File: src/pkg/dep_regs.vh
// Purpose: register indices, field positions, reset values and masks of the digital enable and pad block
// Assumes: byte address is four times the register index
// Notes: definitions only
`ifndef DEP_REGS_VH
`define DEP_REGS_VH

`define DEP_IDX_PAD_DRIVE 15'h4030
`define DEP_IDX_MASTER_CLOCK_OUT_PAD_PAD 15'h4031
`define DEP_IDX_DEJITTER 15'h4032
`define DEP_IDX_EN_MAIN 15'h4080
`define DEP_IDX_EN_AUX 15'h4081
`define DEP_IDX_STATUS 15'h4082

`define DEP_RST_PAD_DRIVE 8'h00
`define DEP_RST_MASTER_CLOCK_OUT_PAD_PAD 8'h01
`define DEP_RST_DEJITTER 8'h05
`define DEP_RST_EN_MAIN 8'h00
`define DEP_RST_EN_AUX 8'h0c

`define DEP_MASK_PAD_DRIVE 8'h0f
`define DEP_MASK_MASTER_CLOCK_OUT_PAD_PAD 8'h07
`define DEP_MASK_DEJITTER 8'hff
`define DEP_MASK_EN_MAIN 8'hff
`define DEP_MASK_EN_AUX 8'h0e

`define DEP_PAD_DATA_IN 3
`define DEP_PAD_LATCH 2
`define DEP_PAD_CLOCK 1
`define DEP_PAD_DATA_OUT 0

`define DEP_MASTER_CLOCK_OUT_PAD_DRIVE 2
`define DEP_MASTER_CLOCK_OUT_PAD_PULLUP 1
`define DEP_MASTER_CLOCK_OUT_PAD_PULLDOWN 0

`define DEP_MAIN_ADC 7
`define DEP_MAIN_MEMCTL 6
`define DEP_MAIN_CDT 5
`define DEP_MAIN_SPORT 4
`define DEP_MAIN_OUT_ROUTE 3
`define DEP_MAIN_IN_ROUTE 2
`define DEP_MAIN_CLKGEN 1
`define DEP_MAIN_CORE 0

`define DEP_AUX_PRECHARGE 3
`define DEP_AUX_ZERO_CROSS 2
`define DEP_AUX_DMIC 1

`define DEP_ST_FAILED 0
`define DEP_ST_BYPASS 1
`define DEP_ST_MEM_OK 2

`define DEP_RESP_OKAY 2'b00
`define DEP_RESP_SLVERR 2'b10

`endif

File: src/dep_top.v
// Purpose: digital enable, dejitter window and pad configuration registers behind an AXI4-Lite slave
// Assumes: single clock clk_sys at 100 MHz, asynchronous active-low reset
// Notes: registers are 8 bits wide in the low byte of each aligned word
`timescale 1ns/100ps
`default_nettype none
`include "dep_regs.vh"

module dep_top (
   input wire clk_sys,
   input wire resetn,
   // axi4-lite slave
   input wire [16:0] s_axi_awaddr,
   input wire [2:0] s_axi_awprot,
   input wire s_axi_awvalid,
   output wire s_axi_awready,
   input wire [31:0] s_axi_wdata,
   input wire [3:0] s_axi_wstrb,
   input wire s_axi_wvalid,
   output wire s_axi_wready,
   output reg [1:0] s_axi_bresp,
   output reg s_axi_bvalid,
   input wire s_axi_bready,
   input wire [16:0] s_axi_araddr,
   input wire [2:0] s_axi_arprot,
   input wire s_axi_arvalid,
   output wire s_axi_arready,
   output reg [31:0] s_axi_rdata,
   output reg [1:0] s_axi_rresp,
   output reg s_axi_rvalid,
   input wire s_axi_rready,
   // control-port memory request
   input wire ctl_mem_req,
   output reg ctl_mem_grant,
   output reg ctl_mem_refused,
   // slave-mode serial frame strobe from a pin
   input wire sport_frame_pin,
   output reg sample_pass,
   // subsystem enables
   output reg adc_enable,
   output reg dmic_enable,
   output reg mem_access_enable,
   output reg sport_enable,
   output reg record_route_enable,
   output reg playback_route_enable,
   output reg clk_gen_enable,
   output reg core_run,
   output reg precharge_enable,
   output reg zero_cross_enable,
   output reg dejitter_bypass,
   output reg dejitter_reset,
   output reg [7:0] dejitter_window_size,
   // pad controls
   output reg control_data_in_pad_drive,
   output reg control_latch_pad_drive,
   output reg control_clock_pad_drive,
   output reg control_data_out_pad_drive,
   output reg master_clock_out_pad_drive,
   output reg master_clock_out_pad_pullup,
   output reg master_clock_out_pad_pulldown
);

   reg [7:0] ctrl_port_pad_drive;
   reg [7:0] master_clk_out_pad;
   reg [7:0] dejitter_window;
   reg [7:0] digital_enable_main;
   reg [7:0] digital_enable_aux;
   reg dejitter_failed;

   reg aw_held;
   reg [16:0] aw_addr;
   reg w_held;
   reg [31:0] w_data;
   reg [3:0] w_strb;

   // 7 = no register at this address
   function [2:0] dep_decode;
      input [16:0] addr;
      begin
         case (addr[16:2])
            `DEP_IDX_PAD_DRIVE: dep_decode = 3'h0;
            `DEP_IDX_MASTER_CLOCK_OUT_PAD_PAD: dep_decode = 3'h1;
            `DEP_IDX_DEJITTER: dep_decode = 3'h2;
            `DEP_IDX_EN_MAIN: dep_decode = 3'h3;
            `DEP_IDX_EN_AUX: dep_decode = 3'h4;
            `DEP_IDX_STATUS: dep_decode = 3'h5;
            default: dep_decode = 3'h7;
         endcase
      end
   endfunction

   assign s_axi_awready = ~aw_held & ~s_axi_bvalid;
   assign s_axi_wready = ~w_held & ~s_axi_bvalid;
   assign s_axi_arready = ~s_axi_rvalid;

   wire do_write = aw_held & w_held & ~s_axi_bvalid;
   wire [2:0] wsel = dep_decode(aw_addr);
   wire wbyte = do_write & w_strb[0];
   wire [7:0] wd = w_data[7:0];
   wire win_zero_write = wbyte & (wsel == 3'h2) & (wd == 8'h00);

   // write channel capture, address and data in either order
   always @(posedge clk_sys or negedge resetn) begin
      if (!resetn) begin
         aw_held <= 1'b0;
         aw_addr <= 17'h00000;
         w_held <= 1'b0;
         w_data <= 32'h00000000;
         w_strb <= 4'h0;
         s_axi_bvalid <= 1'b0;
         s_axi_bresp <= `DEP_RESP_OKAY;
      end else begin
         if (s_axi_awvalid && s_axi_awready) begin
            aw_held <= 1'b1;
            aw_addr <= s_axi_awaddr;
         end
         if (s_axi_wvalid && s_axi_wready) begin
            w_held <= 1'b1;
            w_data <= s_axi_wdata;
            w_strb <= s_axi_wstrb;
         end
         if (do_write) begin
            aw_held <= 1'b0;
            w_held <= 1'b0;
            s_axi_bvalid <= 1'b1;
            // status is read-only, so a write to it is an error like an unmapped one
            s_axi_bresp <= (wsel < 3'h5) ? `DEP_RESP_OKAY : `DEP_RESP_SLVERR;
         end else if (s_axi_bvalid && s_axi_bready) begin
            s_axi_bvalid <= 1'b0;
         end
      end
   end

   // register bank; the upper three lanes hold nothing, so only lane 0 matters
   always @(posedge clk_sys or negedge resetn) begin
      if (!resetn) begin
         ctrl_port_pad_drive <= `DEP_RST_PAD_DRIVE;
         master_clk_out_pad <= `DEP_RST_MASTER_CLOCK_OUT_PAD_PAD;
         dejitter_window <= `DEP_RST_DEJITTER;
         digital_enable_main <= `DEP_RST_EN_MAIN;
         digital_enable_aux <= `DEP_RST_EN_AUX;
      end else if (wbyte) begin
         case (wsel)
            3'h0: ctrl_port_pad_drive <= wd & `DEP_MASK_PAD_DRIVE;
            3'h1: master_clk_out_pad <= wd & `DEP_MASK_MASTER_CLOCK_OUT_PAD_PAD;
            3'h2: dejitter_window <= wd & `DEP_MASK_DEJITTER;
            3'h3: digital_enable_main <= wd & `DEP_MASK_EN_MAIN;
            3'h4: digital_enable_aux <= wd & `DEP_MASK_EN_AUX;
            default: ctrl_port_pad_drive <= ctrl_port_pad_drive;
         endcase
      end
   end

   wire [7:0] status_word = {5'h00, mem_access_enable, dejitter_bypass, dejitter_failed};
   reg [7:0] next_rbyte;
   reg [1:0] next_rresp;

   always @* begin
      next_rresp = `DEP_RESP_OKAY;
      case (dep_decode(s_axi_araddr))
         3'h0: next_rbyte = ctrl_port_pad_drive;
         3'h1: next_rbyte = master_clk_out_pad;
         3'h2: next_rbyte = dejitter_window;
         3'h3: next_rbyte = digital_enable_main;
         3'h4: next_rbyte = digital_enable_aux;
         3'h5: next_rbyte = status_word;
         default: begin
            next_rbyte = 8'h00;
            next_rresp = `DEP_RESP_SLVERR;
         end
      endcase
   end

   // read channel: answer on the same edge that takes the address
   always @(posedge clk_sys or negedge resetn) begin
      if (!resetn) begin
         s_axi_rvalid <= 1'b0;
         s_axi_rdata <= 32'h00000000;
         s_axi_rresp <= `DEP_RESP_OKAY;
      end else if (s_axi_arvalid && s_axi_arready) begin
         s_axi_rvalid <= 1'b1;
         s_axi_rdata <= {24'h000000, next_rbyte};
         s_axi_rresp <= next_rresp;
      end else if (s_axi_rvalid && s_axi_rready) begin
         s_axi_rvalid <= 1'b0;
      end
   end

   // decoded enables; registered so the outputs are glitch-free
   wire m_adc = digital_enable_main[`DEP_MAIN_ADC];
   wire m_mem = digital_enable_main[`DEP_MAIN_MEMCTL];
   wire m_core = digital_enable_main[`DEP_MAIN_CORE];
   wire m_clk = digital_enable_main[`DEP_MAIN_CLKGEN];
   wire mem_ok = m_mem & m_core;
   wire run_adc = m_adc & m_mem;
   wire run_sport = digital_enable_main[`DEP_MAIN_CDT] & digital_enable_main[`DEP_MAIN_SPORT];
   wire run_core = m_core & m_mem;

   always @(posedge clk_sys or negedge resetn) begin
      if (!resetn) begin
         adc_enable <= 1'b0;
         dmic_enable <= 1'b0;
         mem_access_enable <= 1'b0;
         sport_enable <= 1'b0;
         record_route_enable <= 1'b0;
         playback_route_enable <= 1'b0;
         clk_gen_enable <= 1'b0;
         core_run <= 1'b0;
         precharge_enable <= 1'b1;
         zero_cross_enable <= 1'b1;
         dejitter_bypass <= 1'b0;
         dejitter_window_size <= `DEP_RST_DEJITTER;
         control_data_in_pad_drive <= 1'b0;
         control_latch_pad_drive <= 1'b0;
         control_clock_pad_drive <= 1'b0;
         control_data_out_pad_drive <= 1'b0;
         master_clock_out_pad_drive <= 1'b0;
         master_clock_out_pad_pullup <= 1'b0;
         master_clock_out_pad_pulldown <= 1'b1;
      end else begin
         adc_enable <= run_adc;
         dmic_enable <= run_adc & digital_enable_aux[`DEP_AUX_DMIC];
         mem_access_enable <= mem_ok;
         sport_enable <= run_sport;
         record_route_enable <= digital_enable_main[`DEP_MAIN_OUT_ROUTE];
         playback_route_enable <= digital_enable_main[`DEP_MAIN_IN_ROUTE];
         clk_gen_enable <= m_clk;
         core_run <= run_core;
         precharge_enable <= digital_enable_aux[`DEP_AUX_PRECHARGE];
         zero_cross_enable <= digital_enable_aux[`DEP_AUX_ZERO_CROSS];
         dejitter_bypass <= (dejitter_window == 8'h00);
         dejitter_window_size <= dejitter_window;
         control_data_in_pad_drive <= ctrl_port_pad_drive[`DEP_PAD_DATA_IN];
         control_latch_pad_drive <= ctrl_port_pad_drive[`DEP_PAD_LATCH];
         control_clock_pad_drive <= ctrl_port_pad_drive[`DEP_PAD_CLOCK];
         control_data_out_pad_drive <= ctrl_port_pad_drive[`DEP_PAD_DATA_OUT];
         master_clock_out_pad_drive <= master_clk_out_pad[`DEP_MASTER_CLOCK_OUT_PAD_DRIVE];
         master_clock_out_pad_pullup <= master_clk_out_pad[`DEP_MASTER_CLOCK_OUT_PAD_PULLUP];
         master_clock_out_pad_pulldown <= master_clk_out_pad[`DEP_MASTER_CLOCK_OUT_PAD_PULLDOWN];
      end
   end

   // control-port memory requests are answered the next cycle
   always @(posedge clk_sys or negedge resetn) begin
      if (!resetn) begin
         ctl_mem_grant <= 1'b0;
         ctl_mem_refused <= 1'b0;
      end else begin
         ctl_mem_grant <= ctl_mem_req & mem_ok;
         ctl_mem_refused <= ctl_mem_req & ~mem_ok;
      end
   end

   // dejitter failure: a running subsystem dropped out while the circuit was active
   reg [2:0] run_prev;
   wire [2:0] run_now = {run_adc, run_sport, run_core};
   wire run_fall = |(run_prev & ~run_now);

   always @(posedge clk_sys or negedge resetn) begin
      if (!resetn) begin
         run_prev <= 3'h0;
         dejitter_failed <= 1'b0;
         dejitter_reset <= 1'b0;
      end else begin
         run_prev <= run_now;
         dejitter_reset <= win_zero_write;
         // a fall in the same cycle as the reinitialising write still counts
         if (run_fall && dejitter_window != 8'h00)
            dejitter_failed <= 1'b1;
         else if (win_zero_write)
            dejitter_failed <= 1'b0;
      end
   end

   // frame strobe synchroniser; a change counts once stages two and three agree
   reg fr_s1;
   reg fr_s2;
   reg fr_s3;
   reg fr_level;
   reg [7:0] guard;
   wire fr_rise = fr_s2 & fr_s3 & ~fr_level;

   always @(posedge clk_sys or negedge resetn) begin
      if (!resetn) begin
         fr_s1 <= 1'b0;
         fr_s2 <= 1'b0;
         fr_s3 <= 1'b0;
         fr_level <= 1'b0;
         guard <= 8'h00;
         sample_pass <= 1'b0;
      end else begin
         fr_s1 <= sport_frame_pin;
         fr_s2 <= fr_s1;
         fr_s3 <= fr_s2;
         if (fr_s2 == fr_s3)
            fr_level <= fr_s3;
         sample_pass <= 1'b0;
         if (win_zero_write) begin
            guard <= 8'h00;
         end else if (fr_rise && sport_enable && !dejitter_failed) begin
            // inside the window a second edge is jitter, not a new sample
            if (dejitter_window == 8'h00 || guard == 8'h00) begin
               sample_pass <= 1'b1;
               guard <= dejitter_window;
            end else begin
               guard <= guard - 8'h01;
            end
         end else if (guard != 8'h00) begin
            guard <= guard - 8'h01;
         end
      end
   end

endmodule // dep_top
`default_nettype wire

File: config.mk
export PLATFORM = sky130hd
export DESIGN_NAME = dep_top
export DESIGN_NICKNAME = d
export VERILOG_FILES = /design/src/dep_top.v
export VERILOG_INCLUDE_DIRS = /design/src /design/src/pkg
export SDC_FILE = /design/constraint.sdc
export NUM_CORES = 1
export LEC_CHECK = 0
export BUFFER_PORTS_ARGS = -buffer_cell sky130_fd_sc_hd__buf_2
export CAP_MARGIN = 15
export CELL_PAD_IN_SITES_DETAIL_PLACEMENT = 1
export CELL_PAD_IN_SITES_GLOBAL_PLACEMENT = 2
export CORE_ASPECT_RATIO = 1.2
export CORE_MARGIN = 1
export CORE_UTILIZATION = 29
export CTS_CLUSTER_DIAMETER = 60
export DETAILED_ROUTE_END_ITERATION = 10
export GPL_TIMING_DRIVEN = 0
export HOLD_SLACK_MARGIN = 0.05
export PLACE_DENSITY_LB_ADDON = 0.12
export SLEW_MARGIN = 20
export SYNTH_ARGS = -nofsm -noshare
export SYNTH_HDL_FRONTEND = slang
export SYNTH_SLANG_ARGS = --single-unit
File: constraint.sdc
create_clock -name clk_sys -period 2.6 [get_ports clk_sys]
set_clock_uncertainty 0.2 [all_clocks]
set_input_delay 0.26 -clock clk_sys [delete_from_list [all_inputs] [get_ports clk_sys]]
set_output_delay 0.26 -clock clk_sys [all_outputs]
set_load 0.1 [all_outputs]
== Word-level counts from Yosys, hierarchy flattened ==
Index checks and enable logic that the tools add are counted.
Word-level totals
  input port bits: 85
  word-level logic and storage cells: 143
  output and inout port bits: 71
  register bits after elaboration: 113
Cells by class
  order comparisons: 1
  add/sub/neg operators: 1
  reduce and logical (&&, ||, !) cells: 30
  mux-type cells: 22
  eq/ne operators: 22
  bitwise gates (word level): 23
Operators with widths (count)
  $eq 15x15->1 const B: 12
  $pmux 8 s6: 1
  $pmux 3 s6: 2
  $mux 8: 4
  $logic_not 8->1: 3
  $reduce_bool 8->1: 2
  $and 1x1->1: 15
  $mux 1: 13
  $eq 3x2->1 const B: 4
  $reduce_and 2->1: 5
  $reduce_bool 2->1: 5
  $eq 3x3->1 const B: 3
  $logic_and 1x1->1: 8
  $sub 8x1->8 const B: 1
  $eq 3x1->1 const B: 2
  $logic_not 3->1: 2
  $not 1->1: 6
  $reduce_or 6->1: 1
  $mux 2: 2
  $and 3x3->3: 1
  $lt 3x3->1 const B: 1
  $not 3->3: 1
  $reduce_bool 3->1: 1
  $reduce_or 3->1: 1
  other kinds (3): 3

== Depth between registers and ports, before layout ==
  depth in word-level cells: 7
  depth in mapped cells: 11
  gate-level depth less buffers: 10

== Least setup slack after synthesis ==
OpenSTA, ideal clock, no wires.
  kind: reg-to-reg
  start point: register s_axi_bvalid
  end point: register aw_addr[10]
  path slack: -1.137 ns
  buffers on the path: 2
  period minus slack after synthesis: 3.737 ns
  required time: 2.275 ns
  cell stages (with the launch flop): 6
  library setup time: 0.125 ns
  data arrival time: 3.412 ns
  cell sequence: dfrtp_1 -> nor2_1 -> and2_1 -> clkbuf_1 -> clkbuf_1 -> mux2_2
On the way
  longest elaborated chain between the ends: 3
Ends and longest elaborated chain
  start: declaration: line dep_top.v:21  | output reg s_axi_bvalid,
  start signal: assignment: line dep_top.v:109  | s_axi_bvalid <= 1'b0;
  start signal: assignment: line dep_top.v:124  | s_axi_bvalid <= 1'b1;
  start signal: assignment: line dep_top.v:128  | s_axi_bvalid <= 1'b0;
  $not 1->1: line dep_top.v:91  | assign s_axi_awready = ~aw_held & ~s_axi_bvalid;
  $and 1x1->1: line dep_top.v:91
  named net s_axi_awready: line dep_top.v:15  | output wire s_axi_awready,
  $logic_and 1x1->1: line dep_top.v:112  | if (s_axi_awvalid && s_axi_awready) begin
  end signal: assignment: line dep_top.v:114  | aw_addr <= s_axi_awaddr;
  end: declaration: line dep_top.v:70  | reg [16:0] aw_addr;
The timed path passes the listed nets, and every way through them passes these cells.
A chain may end at the register's enable or synchronous reset.

== Worst setup path in the final report ==
  start point: register aw_addr[14]
  end point: register digital_enable_aux[1]
On the way
  longest elaborated chain between the ends: 4
  elaborated cells between the ends (all ways): 9
  classes of those cells: eq/ne (7); mux (1); reduce/logical (1)
Ends and longest elaborated chain
  $eq 15x15->1: line dep_top.v:79  | case (addr[16:2])
  $pmux 3 s6 (*): line dep_top.v:79
  $eq 3x3->1 (*): line dep_top.v:142  | case (wsel)
  $reduce_and 2->1 (no line) (*)
  end signal: assignment: line dep_top.v:140  | digital_enable_aux <= `DEP_RST_EN_AUX;
  end signal: assignment: line dep_top.v:147  | 3'h4: digital_enable_aux <= wd & `DEP_MASK_EN_AUX;
  end: declaration: line dep_top.v:66  | reg [7:0] digital_enable_aux;
Every way passes the cells marked *; elsewhere a longest branch is shown, timed or not.

==> metrics.log <==
[metrics] met1 global-route usage: approximately a fifth
[metrics] first-pass GRT wire length: 19,700 µm
[metrics] source-to-sink clock delay at the later pin of the worst-skew pair: about 0.35 ns
[metrics] final cell utilization of the core: around 40%
[metrics] commonest cells after routing, fill and taps aside: 94 x dfrtp_1, 90 x buf_2, 49 x mux2_2
[metrics] hold violation total from the final report: 0
[metrics] Sw Ratio: roughly a third
[metrics] Routed Antenna Nets: 0
[metrics] Placeable Area: roughly 0.016 mm²
[metrics] fraction of power consumed by combinational cells: approximately a quarter
[metrics] # rows: 50
[metrics] initial core utilization: roughly 30%
[metrics] LEAKAGE: around 0.0031 µW
[metrics] Final Slew Violations: 0
[metrics] critical path class: register to register
[metrics] result of the run: finished, final reports clean
[metrics] aggregate negative setup slack: 0 ns
[metrics] count of nets after finishing: ~640
[metrics] area of the multi-input gates: 0.00199 mm²
[metrics] minimum setup slack among reg-to-reg paths: ~0.06 ns
[metrics] routed via count: around 3,500
[metrics] ratio of cells with drive above 1 in the final layout: between 40% and 50%
[metrics] Synth top area share: between 50% and 60%
[metrics] Total GRT Usage: between 10% and 20%
[metrics] Synth-to-Final Area Change: 36.3%
[metrics] post-synthesis instance total: 377
[metrics] number of diodes added for antenna fixing: 0
[metrics] maximum clock insertion buffer count: 2
[metrics] Die H: roughly 140 µm
[metrics] weighted congestion at the end of routability-driven global placement: ~0.76
[metrics] area occupied by registers: around 0.0027 mm²
[metrics] Placed Instances: roughly 700
[metrics] die width: 119 µm
[metrics] sequential share of the synthesized area: 56.3%
[metrics] net switching power figure: 1670 µW
[metrics] setup slack of the critical path after layout: ~0.06 ns
[metrics] Post-Layout Cell Count: 760
[metrics] layout filler cell count: about 1,800
[metrics] synthesized area divided by synthesized cell count: between 10 and 15 µm²
[metrics] clock input transition at the sequential cells of the worst setup and hold paths: around 0.070 ns
[metrics] internal power of the cells: around 3200 µW
[metrics] max-cap violations: 0
[metrics] total of flip-flops plus latches after synthesis: around 110
[metrics] number of warnings issued by yosys: 0
[metrics] vias in the first global route: roughly 3,700
[metrics] remaining global-route overflow: 0
[metrics] Wirelength per Cell: about 16 µm
[metrics] worst rel slew slack: around three fifths
[metrics] Critical Path Start Type: register
[metrics] number of optimization iterations in the first detailed-route pass: 4
[metrics] worst hold path class: primary input to register
[metrics] share of total power in the clock network: just over 30%
[metrics] crit path DAT: around 2.6 ns
[metrics] CP Data Required Time: 2.64 ns
[metrics] Synth area leaders: dfrtp_1 51%, mux2_2 12%, dfstp_2 5.5%, buf_4 4.3%, mux2i_1 2.1%
[metrics] H-tree depth: 3
[metrics] Die Area: roughly 0.017 mm²
[metrics] Vias/cell: roughly 4.6
[metrics] number of sinks on the clock net: 106
[metrics] Yosys top cell by area: dfrtp_1
[metrics] leading register cell type out of synthesis: dfrtp_1
[metrics] initial antenna violation count: 0
[metrics] Residual DRC: 0
[metrics] peak fanout along the critical path: 4
[metrics] pin count of the biggest net entering global routing: 80
[metrics] met2 routing resource usage after global routing: about a quarter
[metrics] Mapped Area: roughly 0.0047 mm²
[metrics] Inserted Clock Buffers: 9
[metrics] Most Crowded Layer GR: met2
[metrics] Slew @ Worst Pin: roughly 0.61 ns
[metrics] initial DRC count: about 130
[metrics] CP endpoint kind: register
[metrics] estimated wirelength of the detail-placed design: 8810 µm
[metrics] final critical-path share of the clock period: between 90% and 100%
[metrics] share of power burned in registers: between 40 and 50%
[metrics] Power Density: approximately 750 mW/mm²
[metrics] clock tree from TritonCTS: built
[metrics] worst vdd rail ir drop: 0.000700 V
[metrics] PortBufs: slightly above 90
[metrics] clock root buffer master: clkbuf_16
[metrics] Worst Setup Slack post-DPL: -0.631 ns
[metrics] most frequent standard cell in the layout excluding fill and tap cells: dfrtp_1
[metrics] aggregate routed wire length: about 12,000 µm
[metrics] met3 Use GR: 3.89%
[metrics] final count of negative-setup-slack endpoints: 0
[metrics] count of flip-flops with a built-in enable after synthesis: 0
[metrics] number of ports placed on the die boundary: 156
[metrics] unrepaired setup endpoints after global routing: yes
[metrics] f_max: between 300 and 400 MHz
[metrics] share of synthesized registers carrying an async set or reset: 100%
[metrics] count of different cell masters after synthesis: 60
[metrics] fin crit period: between 2 and 3 ns
-- final timing paths --
check	end	cells after the start	start
worst max-delay path	digital_enable_aux[1]$_DFFE_PN0P_	6	aw_addr[14]$_DFFE_PN0P_
worst min-delay path	w_data[0]$_DFFE_PN0P_	3	s_axi_wvalid
worst max register to register	digital_enable_aux[1]$_DFFE_PN0P_	6	aw_addr[14]$_DFFE_PN0P_
worst min register to register	fr_s2$_DFF_PN0_	0	fr_s1$_DFF_PN0_
max in group asynchronous	precharge_enable$_DFF_PN1_	3	resetn
min in group asynchronous	guard[3]$_DFFE_PN0P_	2	resetn
-- state kept, by name, indices dropped and copies added (netlist names), 4 cells and up --
signal / count
s_axi_rdata: 8
aw_addr: 15
ctrl_port_pad_drive: 4
digital_enable_main: 8
w_data: 8
dejitter_window: 8
guard: 8
dejitter_window_size: 8
-- timing repair --
| action | 4_1_cts | 5_1_grt |
|---|---|---|
| pin swaps | 5 | 13 |
| resized for setup | 9 | 19 |
| hold buffers | 29 | 0 |
| endpoints found under the hold margin | 126 | 0 |
| buffers inserted | 4 | 8 |
| setup endpoints to repair | 45 | 33 |
-- worst max-delay path: stages, from the launching register on --
cell     delay, ns
dfrtp_1       0.40
nor4b_2       0.31
nand3_1       0.14
or3_4         0.44
or3b_4        0.42
nor2_4        0.17
mux2_2        0.34
-- kinds of logic (layout without fill, tap and decap cells) --
family | count (synthesis) | in the layout | share of synthesized area, %
compound gates | 51 | 51 | 7.72
xor+xnor | 3 | 3 | 0.555
fa+ha+maj | 5 | 5 | 1.32
buf+inv | 47 | 197 | 6.24
flops | 106 | 106 | 56.3
mux | 62 | 62 | 14.5
other cells | 1 | 26 | 0.0792
simple gates | 102 | 102 | 13.3
-- final cells by class --
class | instances | area share, %
Timing Repair Buffer | 134 | 13.9
Tap cell | 208 | 4.03
Sequential cell | 106 | 41.4
Inverter | 11 | 0.698
Buffer | 36 | 4.05
Multi-Input combinational cell | 249 | 30.9
Clock buffer | 9 | 3.49
Clock inverter | 7 | 1.57
-- per-layer routing --
metal  share of wire, %  up-vias
met5                  0        -
met4                1.8        0
met3                4.5       12
met2                 49       87
met1                 45     1715
li1                   -     1646
-- cell usage after synthesis, drive strengths merged (5+ instances only) --
cell type and instances:
dfrtp 96, mux2 52, buf 31, nand2 22, nor2 15, o21ai 14, inv 11, a21oi 10
dfstp 10, mux2i 10, nor3 8, and3 7, nor4 7, and2 6, nand3 6, or3 6
clkbuf 5, ha 5
-- per-stage QoR --
step	total power [µW]	hold WS, ns	area, µm²
after floorplan	3020	-0.236	4880
after global placement	3270	0.141	5600
after detailed placement	3320	-0.0468	5640
after CTS	4890	0.0833	6330
after global routing	5080	0.105	6450
final	4830	0.0955	6450
-- power by group through the flow --
stage | Clock, µW | Combinational (µW) | Sequential, µW
6_report | 1500 | 1180 | 2150
5_1_grt | 1610 | 1270 | 2200
4_1_cts | 1550 | 1180 | 2160
3_5_place_dp | 0 | 1130 | 2180
3_3_place_gp | 0 | 1110 | 2170
2_1_floorplan | 0 | 780 | 2240
(Power assumes the default switching activity.)
